**config.mk**
```make
export PLATFORM = sky130hd
export DESIGN_NAME = tof_result_register_bank
export DESIGN_NICKNAME = d
export VERILOG_FILES = /design/src/result_store.v /design/src/tof_result_register_bank.v
export VERILOG_INCLUDE_DIRS = /design/src /design/src/common
export SDC_FILE = /design/constraint.sdc
export NUM_CORES = 1
export LEC_CHECK = 0
export BUFFER_PORTS_ARGS = -buffer_cell sky130_fd_sc_hd__clkbuf_2
export CORE_MARGIN = 3
export CORE_UTILIZATION = 35
export CTS_CLUSTER_DIAMETER = 120
export DETAILED_ROUTE_END_ITERATION = 8
export GPL_TIMING_DRIVEN = 0
export HOLD_SLACK_MARGIN = 0.12
export PLACE_DENSITY = 0.59
export SLEW_MARGIN = 20
export SYNTH_ARGS = -nofsm -noshare
export SYNTH_HDL_FRONTEND = slang
export SYNTH_SLANG_ARGS = --single-unit
```
**constraint.sdc**
```tcl
create_clock -name SYS_CLK -period 2.4 [get_ports SYS_CLK]
set_input_delay 0.48 -clock SYS_CLK [delete_from_list [all_inputs] [get_ports SYS_CLK]]
set_output_delay 0.48 -clock SYS_CLK [all_outputs]
set_load 0.01 [all_outputs]
```
**src/common/tof_result_regs.vh**
```
`ifndef TOF_RESULT_REGS_VH
`define TOF_RESULT_REGS_VH

// ==========================================
// Register offsets
`define OFS_STOP3_FINE 6'h14
`define OFS_STOP3_COARSE 6'h15
`define OFS_STOP4_FINE 6'h16
`define OFS_STOP4_COARSE 6'h17
`define OFS_STOP5_FINE 6'h18
`define OFS_STOP5_COARSE 6'h19
`define OFS_SIXTH_FINE 6'h1A
`define OFS_CAL_ONE 6'h1B
`define OFS_FIRST 6'h14

// ==========================================
// Field layout
`define PARITY_BIT 23
`define FINE_MSB 22
`define COARSE_MSB 15
`define WORD_W 24
`define ZERO_WORD 24'h000000
`define ZERO_EXT 7'h00
`define NUM_WORDS 8
`define IDX_W 3

// ==========================================
// Result slot indices
`define SLOT_STOP3_FINE 3'h0
`define SLOT_STOP3_COARSE 3'h1
`define SLOT_STOP4_FINE 3'h2
`define SLOT_STOP4_COARSE 3'h3
`define SLOT_STOP5_FINE 3'h4
`define SLOT_STOP5_COARSE 3'h5
`define SLOT_SIXTH_FINE 3'h6
`define SLOT_CAL_ONE 3'h7

`endif

```
**src/result_store.v**
```verilog
`timescale 1ns/1ps
`include "tof_result_regs.vh"

// ==========================================
// Result word memory with registered read data
module result_store #(
  parameter WIDTH = 24,
  parameter DEPTH = 8,
  parameter AW = 3
) (
  input wire clk,
  input wire arst_n,
  input wire wr_en,
  input wire [AW-1:0] wr_addr,
  input wire [WIDTH-1:0] wr_data,
  input wire [AW-1:0] rd_addr,
  output reg [WIDTH-1:0] rd_data
);
  reg [WIDTH-1:0] mem_r [0:DEPTH-1];
  integer i;

  always @(posedge clk or negedge arst_n) begin
    if (!arst_n) begin
      for (i = 0; i < DEPTH; i = i + 1) begin
        mem_r[i] <= {WIDTH{1'b0}};
      end
      rd_data <= {WIDTH{1'b0}};
    end else begin
      if (wr_en) begin
        mem_r[wr_addr] <= wr_data;
      end
      rd_data <= mem_r[rd_addr];
    end
  end
endmodule

```
**src/tof_result_register_bank.v**
```verilog
`timescale 1ns/1ps
`include "tof_result_regs.vh"

module tof_result_register_bank (
  input wire SYS_CLK,
  input wire ARST_N,
  input wire LOAD_EN,
  input wire [2:0] LOAD_SLOT,
  input wire [22:0] LOAD_VALUE,
  input wire RD_EN,
  input wire WR_EN,
  input wire [5:0] ADDR,
  output reg [23:0] RD_DATA,
  output reg RD_VALID,
  output reg ADDR_HIT
);
  // ==========================================
  // Helper functions
  function parity_of;
    input [22:0] v;
    begin
      parity_of = ^v;
    end
  endfunction

  function is_coarse;
    input [2:0] slot;
    begin
      is_coarse = (slot == `SLOT_STOP3_COARSE) || (slot == `SLOT_STOP4_COARSE) ||
        (slot == `SLOT_STOP5_COARSE);
    end
  endfunction

  // ==========================================
  // Word formation
  reg [22:0] payload;
  reg [23:0] load_word;
  always @* begin
    if (is_coarse(LOAD_SLOT)) begin
      payload = {`ZERO_EXT, LOAD_VALUE[`COARSE_MSB:0]};
    end else begin
      payload = LOAD_VALUE[`FINE_MSB:0];
    end
    load_word = {parity_of(payload), payload};
  end

  // ==========================================
  // Address decode
  reg [2:0] rd_slot;
  reg hit;
  always @* begin
    rd_slot = `SLOT_STOP3_FINE;
    hit = 1'b1;
    if (ADDR == `OFS_STOP3_FINE) begin
      rd_slot = `SLOT_STOP3_FINE;
    end else if (ADDR == `OFS_STOP3_COARSE) begin
      rd_slot = `SLOT_STOP3_COARSE;
    end else if (ADDR == `OFS_STOP4_FINE) begin
      rd_slot = `SLOT_STOP4_FINE;
    end else if (ADDR == `OFS_STOP4_COARSE) begin
      rd_slot = `SLOT_STOP4_COARSE;
    end else if (ADDR == `OFS_STOP5_FINE) begin
      rd_slot = `SLOT_STOP5_FINE;
    end else if (ADDR == `OFS_STOP5_COARSE) begin
      rd_slot = `SLOT_STOP5_COARSE;
    end else if (ADDR == `OFS_SIXTH_FINE) begin
      rd_slot = `SLOT_SIXTH_FINE;
    end else if (ADDR == `OFS_CAL_ONE) begin
      rd_slot = `SLOT_CAL_ONE;
    end else begin
      hit = 1'b0;
    end
  end

  // ==========================================
  // Storage; host writes never reach it
  wire [23:0] store_q;
  result_store #(
    .WIDTH(`WORD_W),
    .DEPTH(`NUM_WORDS),
    .AW(`IDX_W)
  ) u_store (
    .clk(SYS_CLK),
    .arst_n(ARST_N),
    .wr_en(LOAD_EN),
    .wr_addr(LOAD_SLOT),
    .wr_data(load_word),
    .rd_addr(rd_slot),
    .rd_data(store_q)
  );

  // ==========================================
  // Read response
  reg rd_pend_r;
  reg hit_pend_r;
  always @(posedge SYS_CLK or negedge ARST_N) begin
    if (!ARST_N) begin
      rd_pend_r <= 1'b0;
      hit_pend_r <= 1'b0;
      RD_DATA <= `ZERO_WORD;
      RD_VALID <= 1'b0;
      ADDR_HIT <= 1'b0;
    end else begin
      rd_pend_r <= RD_EN && !WR_EN;
      hit_pend_r <= hit;
      RD_VALID <= rd_pend_r;
      if (rd_pend_r) begin
        RD_DATA <= hit_pend_r ? store_q : `ZERO_WORD;
        ADDR_HIT <= hit_pend_r;
      end
    end
  end
endmodule

```
Word-level counts from Yosys, hierarchy flattened
Index checks and enable logic that the tools add are counted.

storage, ports and cells
  flip-flop bits (word level) = 244
  bits in latches = 0
  bits in writable memories = 0
  memory bits (read-only) = 0
  bits of input ports = 37
  output and inout port bits = 26
  logic and storage cells = 60
  memories = 0

cells by class
  add/sub/neg operators = 0
  multiply operators = 0
  div/mod/pow operators = 0
  order comparisons = 3
  eq/ne operators = 11
  shift operators = 0
  multiplexer cells = 24
  bitwise logic cells = 2
  reductions and logical operators = 6

operators by type and width
  cell                  count
  $bwmux W192           1
  $mux W24              4
  $bmux W24 S3          1
  $demux W24 S3         1
  $eq A6 B5 Y1 const B  8
  $mux W3               8
  $mux W23              1
  $reduce_xor A23 Y1    1
  $ge A4 B4 Y1 const B  2
  $mux W1               8
  $not A3 Y4            2
  $lt A4 B1 Y1 const B  1
  $eq A3 B1 Y1 const B  1
  $eq A3 B2 Y1 const B  1
  $eq A3 B3 Y1 const B  1
  $logic_and A1 B1 Y1   2
  $logic_or A1 B1 Y1    2
  $logic_not A1 Y1      1

Logic depth before layout (Yosys ltp)
Gate-level depths: netlist of the first run.

  depth in word-level cells = 13
  depth in mapped cells = 8
  mapped depth without buffers = 5

By module
A second synthesis of the first run with hierarchy kept.

unflattened totals
  cell total of the unflattened synthesis = 667
  area total of the unflattened synthesis = 10670.2 µm²

by module, submodules not included
  module                    times used  cells an instance  area an instance (µm²)  seq. area each (µm²)
  result_store              1           524                9290.2                  5405.2
  tof_result_register_bank  1           143                1380.1                  700.7

Least setup slack after synthesis of the first run
No wires, ideal clock.

  kind = input -> register
  start = input ADDR[5]
  end = register u_store.rd_data[11]
  setup time = 0.119 ns
  data arrival time = 1.794 ns
  data required time = 2.281 ns
  setup slack = 0.488 ns
  cell stages on the path = 7
  buffers on the path = 2
  cell sequence = nand2b_1 buf_2 or3b_2 clkbuf_1 o22ai_1 a21oi_1 o21a_1

between the ends
  cells in the longest elaborated chain, start to end = 13
  elaborated cells on any way between the ends = 20
  classes of those cells = eq/ne: 8; mux: 11; bitwise: 1

RTL lines
  item                                             line                           RTL
  from (decl)                                      tof_result_register_bank.v:12  input wire [5:0] ADDR,
  $eq A6 B5 Y1 (no line)                           --
  $mux W3                                          tof_result_register_bank.v:68  end else if (ADDR == `OFS_CAL_ONE) begin
  $mux W3                                          tof_result_register_bank.v:66  end else if (ADDR == `OFS_SIXTH_FINE) begin
  $mux W3                                          tof_result_register_bank.v:64  end else if (ADDR == `OFS_STOP5_COARSE) begin
  $mux W3                                          tof_result_register_bank.v:62  end else if (ADDR == `OFS_STOP5_FINE) begin
  $mux W3                                          tof_result_register_bank.v:60  end else if (ADDR == `OFS_STOP4_COARSE) begin
  $mux W3                                          tof_result_register_bank.v:58  end else if (ADDR == `OFS_STOP4_FINE) begin
  $mux W3                                          tof_result_register_bank.v:56  end else if (ADDR == `OFS_STOP3_COARSE) begin
  $mux W3 (*)                                      tof_result_register_bank.v:54  if (ADDR == `OFS_STOP3_FINE) begin
  $not A3 Y4 (implied by the code) (*)             result_store.v:32              rd_data <= mem_r[rd_addr];
  $bmux W24 S3 (*)                                 result_store.v:32
  $mux W24 (implied by the code) (*) (2 in a row)  result_store.v:32
  to (signal assigned)                             result_store.v:27              rd_data <= {WIDTH{1'b0}};
  to (signal assigned)                             result_store.v:32
  to (decl)                                        result_store.v:17              output reg [WIDTH-1:0] rd_data

Every way passes the cells marked *; elsewhere a longest branch is shown, timed or not. The select of a mux whose other input is x is not followed.
A chain may end at the register's enable or synchronous reset.

Worst setup path after layout of the first run
  start = input ADDR[0]
  end = register u_store.rd_data[10]

Same word-level chain as after synthesis.

==> results of run 1 <==
## worst min path at each step
stage	cells after the start	end	start	slack, ns
floorplan	0	ADDR_HIT	ARST_N	0.18
global placement	0	RD_VALID	rd_pend_r	0.44
detailed placement	0	RD_VALID	rd_pend_r	0.45
CTS	2	rd_pend_r	RD_EN	0.17
global route	2	rd_pend_r	RD_EN	0.18
finish	2	rd_pend_r	RD_EN	0.19
## stage by stage
stage / util / power [W] / setup slack [ns]
2_1_floorplan: - / 0.00654 / 0.488
3_3_place_gp: 0.383 / 0.00708 / -4.19
3_5_place_dp: 0.386 / 0.00715 / -0.220
4_1_cts: 0.413 / 0.0110 / 0.319
5_1_grt: 0.413 / 0.0115 / 0.167
6_report: 0.413 / 0.0109 / 0.283
## power by group through the flow
stage | sequential (W) | clock, W | combinational [W]
2_1_floorplan | 0.00524 | 0 | 0.00130
3_3_place_gp | 0.00532 | 0 | 0.00176
3_5_place_dp | 0.00534 | 0 | 0.00181
4_1_cts | 0.00527 | 0.00393 | 0.00182
5_1_grt | 0.00537 | 0.00412 | 0.00200
6_report | 0.00528 | 0.00384 | 0.00182
## sequential cells by signal (all words and copies together) (netlist names)
signal,count
ADDR_HIT,1
RD_VALID,1
u_store.rd_data,24
hit_pend_r,1
rd_pend_r,1
u_store.mem_r,192
RD_DATA,24
## kinds of logic (layout without fill, tap and decap cells)
family	after synthesis	after routing	synth area share
xor gates and xnor gates	21	21	0.0216
and+or+nand+nor	157	157	0.0715
buffers and inverters	104	194	0.0415
muxes	189	189	0.192
DFF	244	244	0.563
AOI/OAI and AO/OA	189	189	0.110
## what timing repair did
action                                 CTS  global route
hold buffers                             2             0
endpoints found under the hold margin   62             0
gates resized for setup                  0             0
## synth_stat cells, drive strengths merged, types with 2 or more instances
library cell  instances  area (sq um)
buf                  38           201
nand3                38           190
and2                 26           163
o22ai                26           163
nor3                  2          26.3
nor2                  4          15.0
a32oi                13           114
clkbuf               39           148
nor2b                11          68.8
xor2                  3          26.3
a21oi                26           130
inv                  27           101
o21ai                75           394
nand2                68           255
o221ai               22           193
nand2b                2          12.5
o21a                 13          97.6
dfrtp               244          6110
mux2                154          1730
xnor3                 3          68.8
o31ai                13          97.6
mux2i                35           350
xnor2                15           139
## worst max-delay path, cell delays in order
cell and delay (ns):
buf_2 0.30, buf_1 0.70, clkbuf_1 0.59, o221ai_1 0.23, nand3_1 0.23
## routing by layer
layer	track usage	up-vias	share of wire
met3	0.0305	42	0.057
met2	0.265	208	0.45
li1	-	3357	-
met1	0.247	3664	0.47
met5	0	-	0.00046
met4	0.0448	2	0.023
## layout make-up
type	count	area, sq um	share of cell area
buffer	77	349	0.0281
clock buffer	39	761	0.0611
clock inverter	5	50.0	0.00402
inverter	27	101	0.00815
multi-input combinational	556	4290	0.345
sequential	244	6110	0.491
tap	390	488	0.0392
timing repair buffer	46	294	0.0236
==> reports/summary.md, run 1 <==
- 0.0124 sq mm — post-route standard cell area excluding fillers
- 0 — Final ANT Viol Nets
- clkbuf_16 — clock root cell
- dfrtp_1 — leading register cell type out of synthesis
- completed — status
- 1015 — final net count
- 0.00806 W — Pint
- no — setup repair after global routing missed its margin
- 5.45 nW — Leakage
- 0 ns — final setup TNS
- 1384 — final non-filler cell total
- 0 — total setup buffers inserted after CTS
- 0.171 — all-layer global routing usage
- 0.882 — period utilization
- 38 — number of distinct library cell variants in the gate-level netlist after synthesis
- 182 um — horizontal extent of the die
- 2883 — Filler Cells Inserted
- 0.360 — starting density of the core
- 1.00 — asr flop ratio synth
- 0.472 GHz — f_max
- 0 — number of pins with negative max-slew slack in the final report
- 1338 — DP Cell Count
- done — CTS tree
- 592 — Detailed Route Iter0 Violations
- 42 — total of buffers placed on input and output ports
- 1 — H-tree depth reported by CTS
- 5 — 1st-pass router iterations
- 0.351 — part of the power in the clock network
- dfrtp_1 — most frequent standard cell in the layout excluding fill and tap cells
- 182 um — die height
- 0.06 ns — register clock-pin slew on the reported worst setup and hold paths
- 19300 um — post-detail-place hpwl
- 0.88 ns — worst-case register-to-register setup slack
- 0.0331 sq mm — die area
- 0 — Residual DRC
- 2.54 ns — data arrival time of the critical path
- 0.279 — share of layout cells above drive strength 1
- 0.0142 ns — setup skew after layout
- rd_pend_r — origin of the critical flop-to-flop path
- 0.878 ns — transition time at the pin with the least slew margin
- 244 — sink count of the clock tree
- 0 — Max-cap violations
- 0.166 — Comb pwr share
- primary input — startpoint types
- 0.0301 sq mm — core outline area
- 0.0116 sq mm — post-detailed-placement cell area
- 12.0 sq um — syn avg cell area
- 5.26 — vias per std cell
- 0 — Syn. warnings
- 10 — largest fanout on the critical path
- 7426 — number of global-route vias before repair
- 0.483 — sequential fraction of design power
- 0.194 ns — hold_ws
- 2.12 ns — shortest period the worst path allows
- 941 — post-synth net total
- 0 — final antenna diode count
- dfrtp_1 (244), mux2_2 (154), o21ai_0 (70), nand2_1 (68), clkbuf_1 (46) — highest-count cells in the layout ignoring fill and taps
- 63 — number of placement rows
- 0.0108 sq mm — Netlist Area Pre-Place
- 4 — Worst R2R Path Depth
- u_store.rd_data[10] — Critical Path Sink
- 3 — clock tree buffer depth
- 0.563 — post-synthesis sequential area ratio
- 26 — clock buffers created by TritonCTS
- 2.83 ns — data required time at the worst endpoint
- 904 — cell count after synthesis
- 0.263 — switching power share of the total
- 44600 um — first-pass GRT wire length
- 20.6 um — post-DR wirelength/cell
- primary input to flop — type of the most critical hold path
- 0.834 — final RePlAce weighted congestion
- 0.53 ns — worst-skew pair later-pin latency
- 879 mW/mm^2 — ratio of total power to cell area
- 244 — number of synthesized register bits
- ADDR[0] — timing startpoint of the critical path
- 28500 um — final wirelength
- flop — kind of end point of the critical path
- primary input to flop — critical path class
- 0 — number of flops mapped to enable cells by yosys
- 0 — hold violation total from the final report
- 94 — pin count of the biggest net entering global routing
- 7273 — vias after detailed routing
- 1 — number of antenna violations at the first check in global routing
- 63 — I/O pin total
- 14.7% — area growth from synthesis to final layout
- 0 — final-report setup violation count
- 0.414 — Max-slew headroom
- 0.000485 V — peak supply drop
- 0 — gr ovfl total
- 0.00288 W — switching power
- RD_DATA[22] — capturing point of the worst reg2reg path
(Power assumes the default switching activity.)
==> inputs of run 2 (changes only) <==
Settings changed: CORE_ASPECT_RATIO set to 1.25.
==> run 2 against run 1 <==
Combinational power is essentially flat. Sequential power about the same. Clock-buffer cell count shrank 8. Global-route usage rose by 0.69 points. First-iteration DRC count is 25% lower. Critical path type unchanged.
==> reports/summary.md, run 2 (synthesized netlist as in run 1, its figures left out) <==
- 0.945 ns — transition time at the pin with the least slew margin, +0.0664 ns
- buffers and inverters — dominant delay contributor by cell family on the critical path
- 203 um — die height, +11%
- primary input to flop — type of the most critical hold path
- 2871 — Filler Cells Inserted, -0.42%
- 0.06 ns — register clock-pin slew on the reported worst setup and hold paths, about the same
- 0.307 — met2 global-route usage, +0.0412
- 5.29 — vias per std cell, +0.69%
- 0.0125 sq mm — post-route standard cell area excluding fillers, +0.76%
- 0.0112 W — Total Power, +2.3%
- 0.470 GHz — f_max, -0.49%
- 91 — pin count of the biggest net entering global routing, -3.2%
- 10 — largest fanout on the critical path, unchanged
- 0.000463 V — peak supply drop, -4.5%
- 15.6% — area growth from synthesis to final layout
- 0.886 — period utilization, +0.00439
- 0 — final antenna diode count, unchanged
- 0.0303 sq mm — core outline area, +0.60%
- 0 — Max-cap violations, unchanged
- 5.48 nW — Leakage, +0.59%
- 1015 — final net count, unchanged
- 42 — total of buffers placed on input and output ports, unchanged
- 3 — count of buffer and inverter cells on the critical path, unchanged
- 1 — H-tree depth reported by CTS, unchanged
- 45400 um — first-pass GRT wire length, +1.9%
- primary input to flop — critical path class
- 2.56 ns — data arrival time of the critical path, +0.02 ns
- 192 — number of flip-flops in the largest register, unchanged
- 0.72 ns — worst-case register-to-register setup slack, -0.16 ns
- 0.358 — starting density of the core, -0.00216
- 0.238 — GR Util met1, -0.00939
- 2.83 ns — data required time at the worst endpoint, about the same
- 0 — Residual DRC, unchanged
- RD_DATA[17] — capturing point of the worst reg2reg path
- 244 — sink count of the clock tree, unchanged
- 63 — I/O pin total, unchanged
- 0.370 — Max-slew headroom, -0.0442
- 5 — 1st-pass router iterations, unchanged
- buf_2, buf_1, clkbuf_1, o221ai_1, nand3_1 — worst path cell trace
- flop — kind of end point of the critical path
- no — setup repair after global routing missed its margin
- 0 — gr ovfl total, unchanged
- 3 — clock tree buffer depth, unchanged
- 4 — Worst R2R Path Depth, unchanged
- 2.13 ns — shortest period the worst path allows, +0.0105 ns
- 0.52 ns — worst-skew pair later-pin latency, about the same
- 0.0206 — GR met3 Demand/Resource, -0.00988
- 2 — hold-critical path depth, unchanged
- 0.00429 sq mm — multi-input combinational cell area, unchanged
- 0.0117 sq mm — post-detailed-placement cell area, +0.36%
- 893 mW/mm^2 — ratio of total power to cell area, +1.6%
- 444 — Detailed Route Iter0 Violations, -25%
- 0.285 — share of layout cells above drive strength 1, +0.00676
- 0.177 — all-layer global routing usage, +0.00686
- 19800 um — post-detail-place hpwl, +3.0%
- 0 — final-report setup violation count, unchanged
- 0.00611 sq mm — sequential cell area in the final layout, unchanged
- clkbuf_16 — clock root cell
- 0 — total setup buffers inserted after CTS, unchanged
- u_store.mem_r x192, RD_DATA x24, u_store.rd_data x24 — largest registers
- 0 — Final ANT Viol Nets, unchanged
- 0.414 — post-route core utilization, +0.000665
- 0.0214 ns — setup skew after layout, +0.00721 ns
- -0.259 ns — post-place setup slack, -0.0391 ns
- buf_1 — cell with the biggest individual delay on the critical path
- 25 — clock buffers created by TritonCTS, -3.8%
- 1 — number of antenna violations at the first check in global routing, unchanged
- 0.0332 sq mm — die area, about the same
- 163 um — horizontal extent of the die, -10%
- 0.838 — final RePlAce weighted congestion, +0.52%
- 0 — hold violation total from the final report, unchanged
- completed — status
- 0.273 ns — minimum setup slack in the final design, -0.0105 ns
- 71 — number of placement rows, +13%
- 29300 um — final wirelength, +2.7%
- 0 — number of pins with negative max-slew slack in the final report, unchanged
- rd_pend_r — origin of the critical flop-to-flop path
- 7387 — vias after detailed routing, +1.6%
- RD_EN — worst hold start
- 0 ns — final setup TNS, unchanged
- dfrtp_1 (244), mux2_2 (154), o21ai_0 (70), nand2_1 (68), clkbuf_2 (42) — highest-count cells in the layout ignoring fill and taps
- primary input — startpoint types
- met2 — busiest layer in global routing
- 0.76 ns — stage delay of the slowest cell on the critical path, +0.06 ns
- done — CTS tree
- u_store.mem_r — most flop-heavy register
- rd_pend_r — end point of the most critical hold path
- 21.0 um — post-DR wirelength/cell, +1.8%
- 7591 — number of global-route vias before repair, +2.2%
- dfrtp_1 — most frequent standard cell in the layout excluding fill and tap cells
## run 2: changes by cell type in the layout (fill, tap and decap cells not counted), moves of 2 or more
cell        change
clkbuf_1        -6
bufinv_16       +3
clkinvlp_4      +3
clkbuf_16       -2
## run 2: worst max-delay path by stage
stage | depth (start not counted) | start | to | slack (ns)
after global placement | 1 | ARST_N | RD_DATA[9] | -4.22
after floorplan | 7 | ADDR[5] | u_store.rd_data[11] | 0.49
after global routing | 7 | ADDR[1] | u_store.rd_data[13] | 0.21
after CTS | 5 | ADDR[0] | u_store.rd_data[8] | 0.28
final | 5 | ADDR[0] | u_store.rd_data[8] | 0.27
after detailed placement | 5 | ADDR[0] | u_store.rd_data[8] | -0.26
## run 2: through the flow
step / hold slack, ns / cells
4_1_cts: 0.167 / 1396
5_1_grt: 0.169 / 1396
2_1_floorplan: 0.184 / 904
6_report: 0.179 / 1396
3_3_place_gp: 0.434 / 1347
3_5_place_dp: 0.436 / 1350
## run 2: layout make-up
cell class	count	share of cell area
Tap cell	401	0.0400
Clock inverter	13	0.0141
Multi-Input combinational cell	556	0.342
Buffer	77	0.0278
Inverter	27	0.00808
Sequential cell	244	0.487
Timing Repair Buffer	47	0.0257
Clock buffer	31	0.0549
## run 2: power by group
part | total [W] | internal (W) | leakage [nW] | switching [W]
clock network | 0.00412 | 0.00246 | 0.420 | 0.00166
registers | 0.00528 | 0.00489 | 3.05 | 0.000388
logic | 0.00180 | 0.000900 | 2.01 | 0.000899
total | 0.0112 | 0.00825 | 5.48 | 0.00294
## run 2: metal layers
metal	vias up	wire length, um
met4	2	657
met1	3830	12700
li1	3366	-
met2	149	14700
met3	40	1210
met5	-	13
## run 2: repair_timing
action,4_1_cts,5_1_grt
gates resized for setup,0,0
hold buffers,2,0
endpoints found under the setup margin,0,0
hold endpoints to repair,49,0
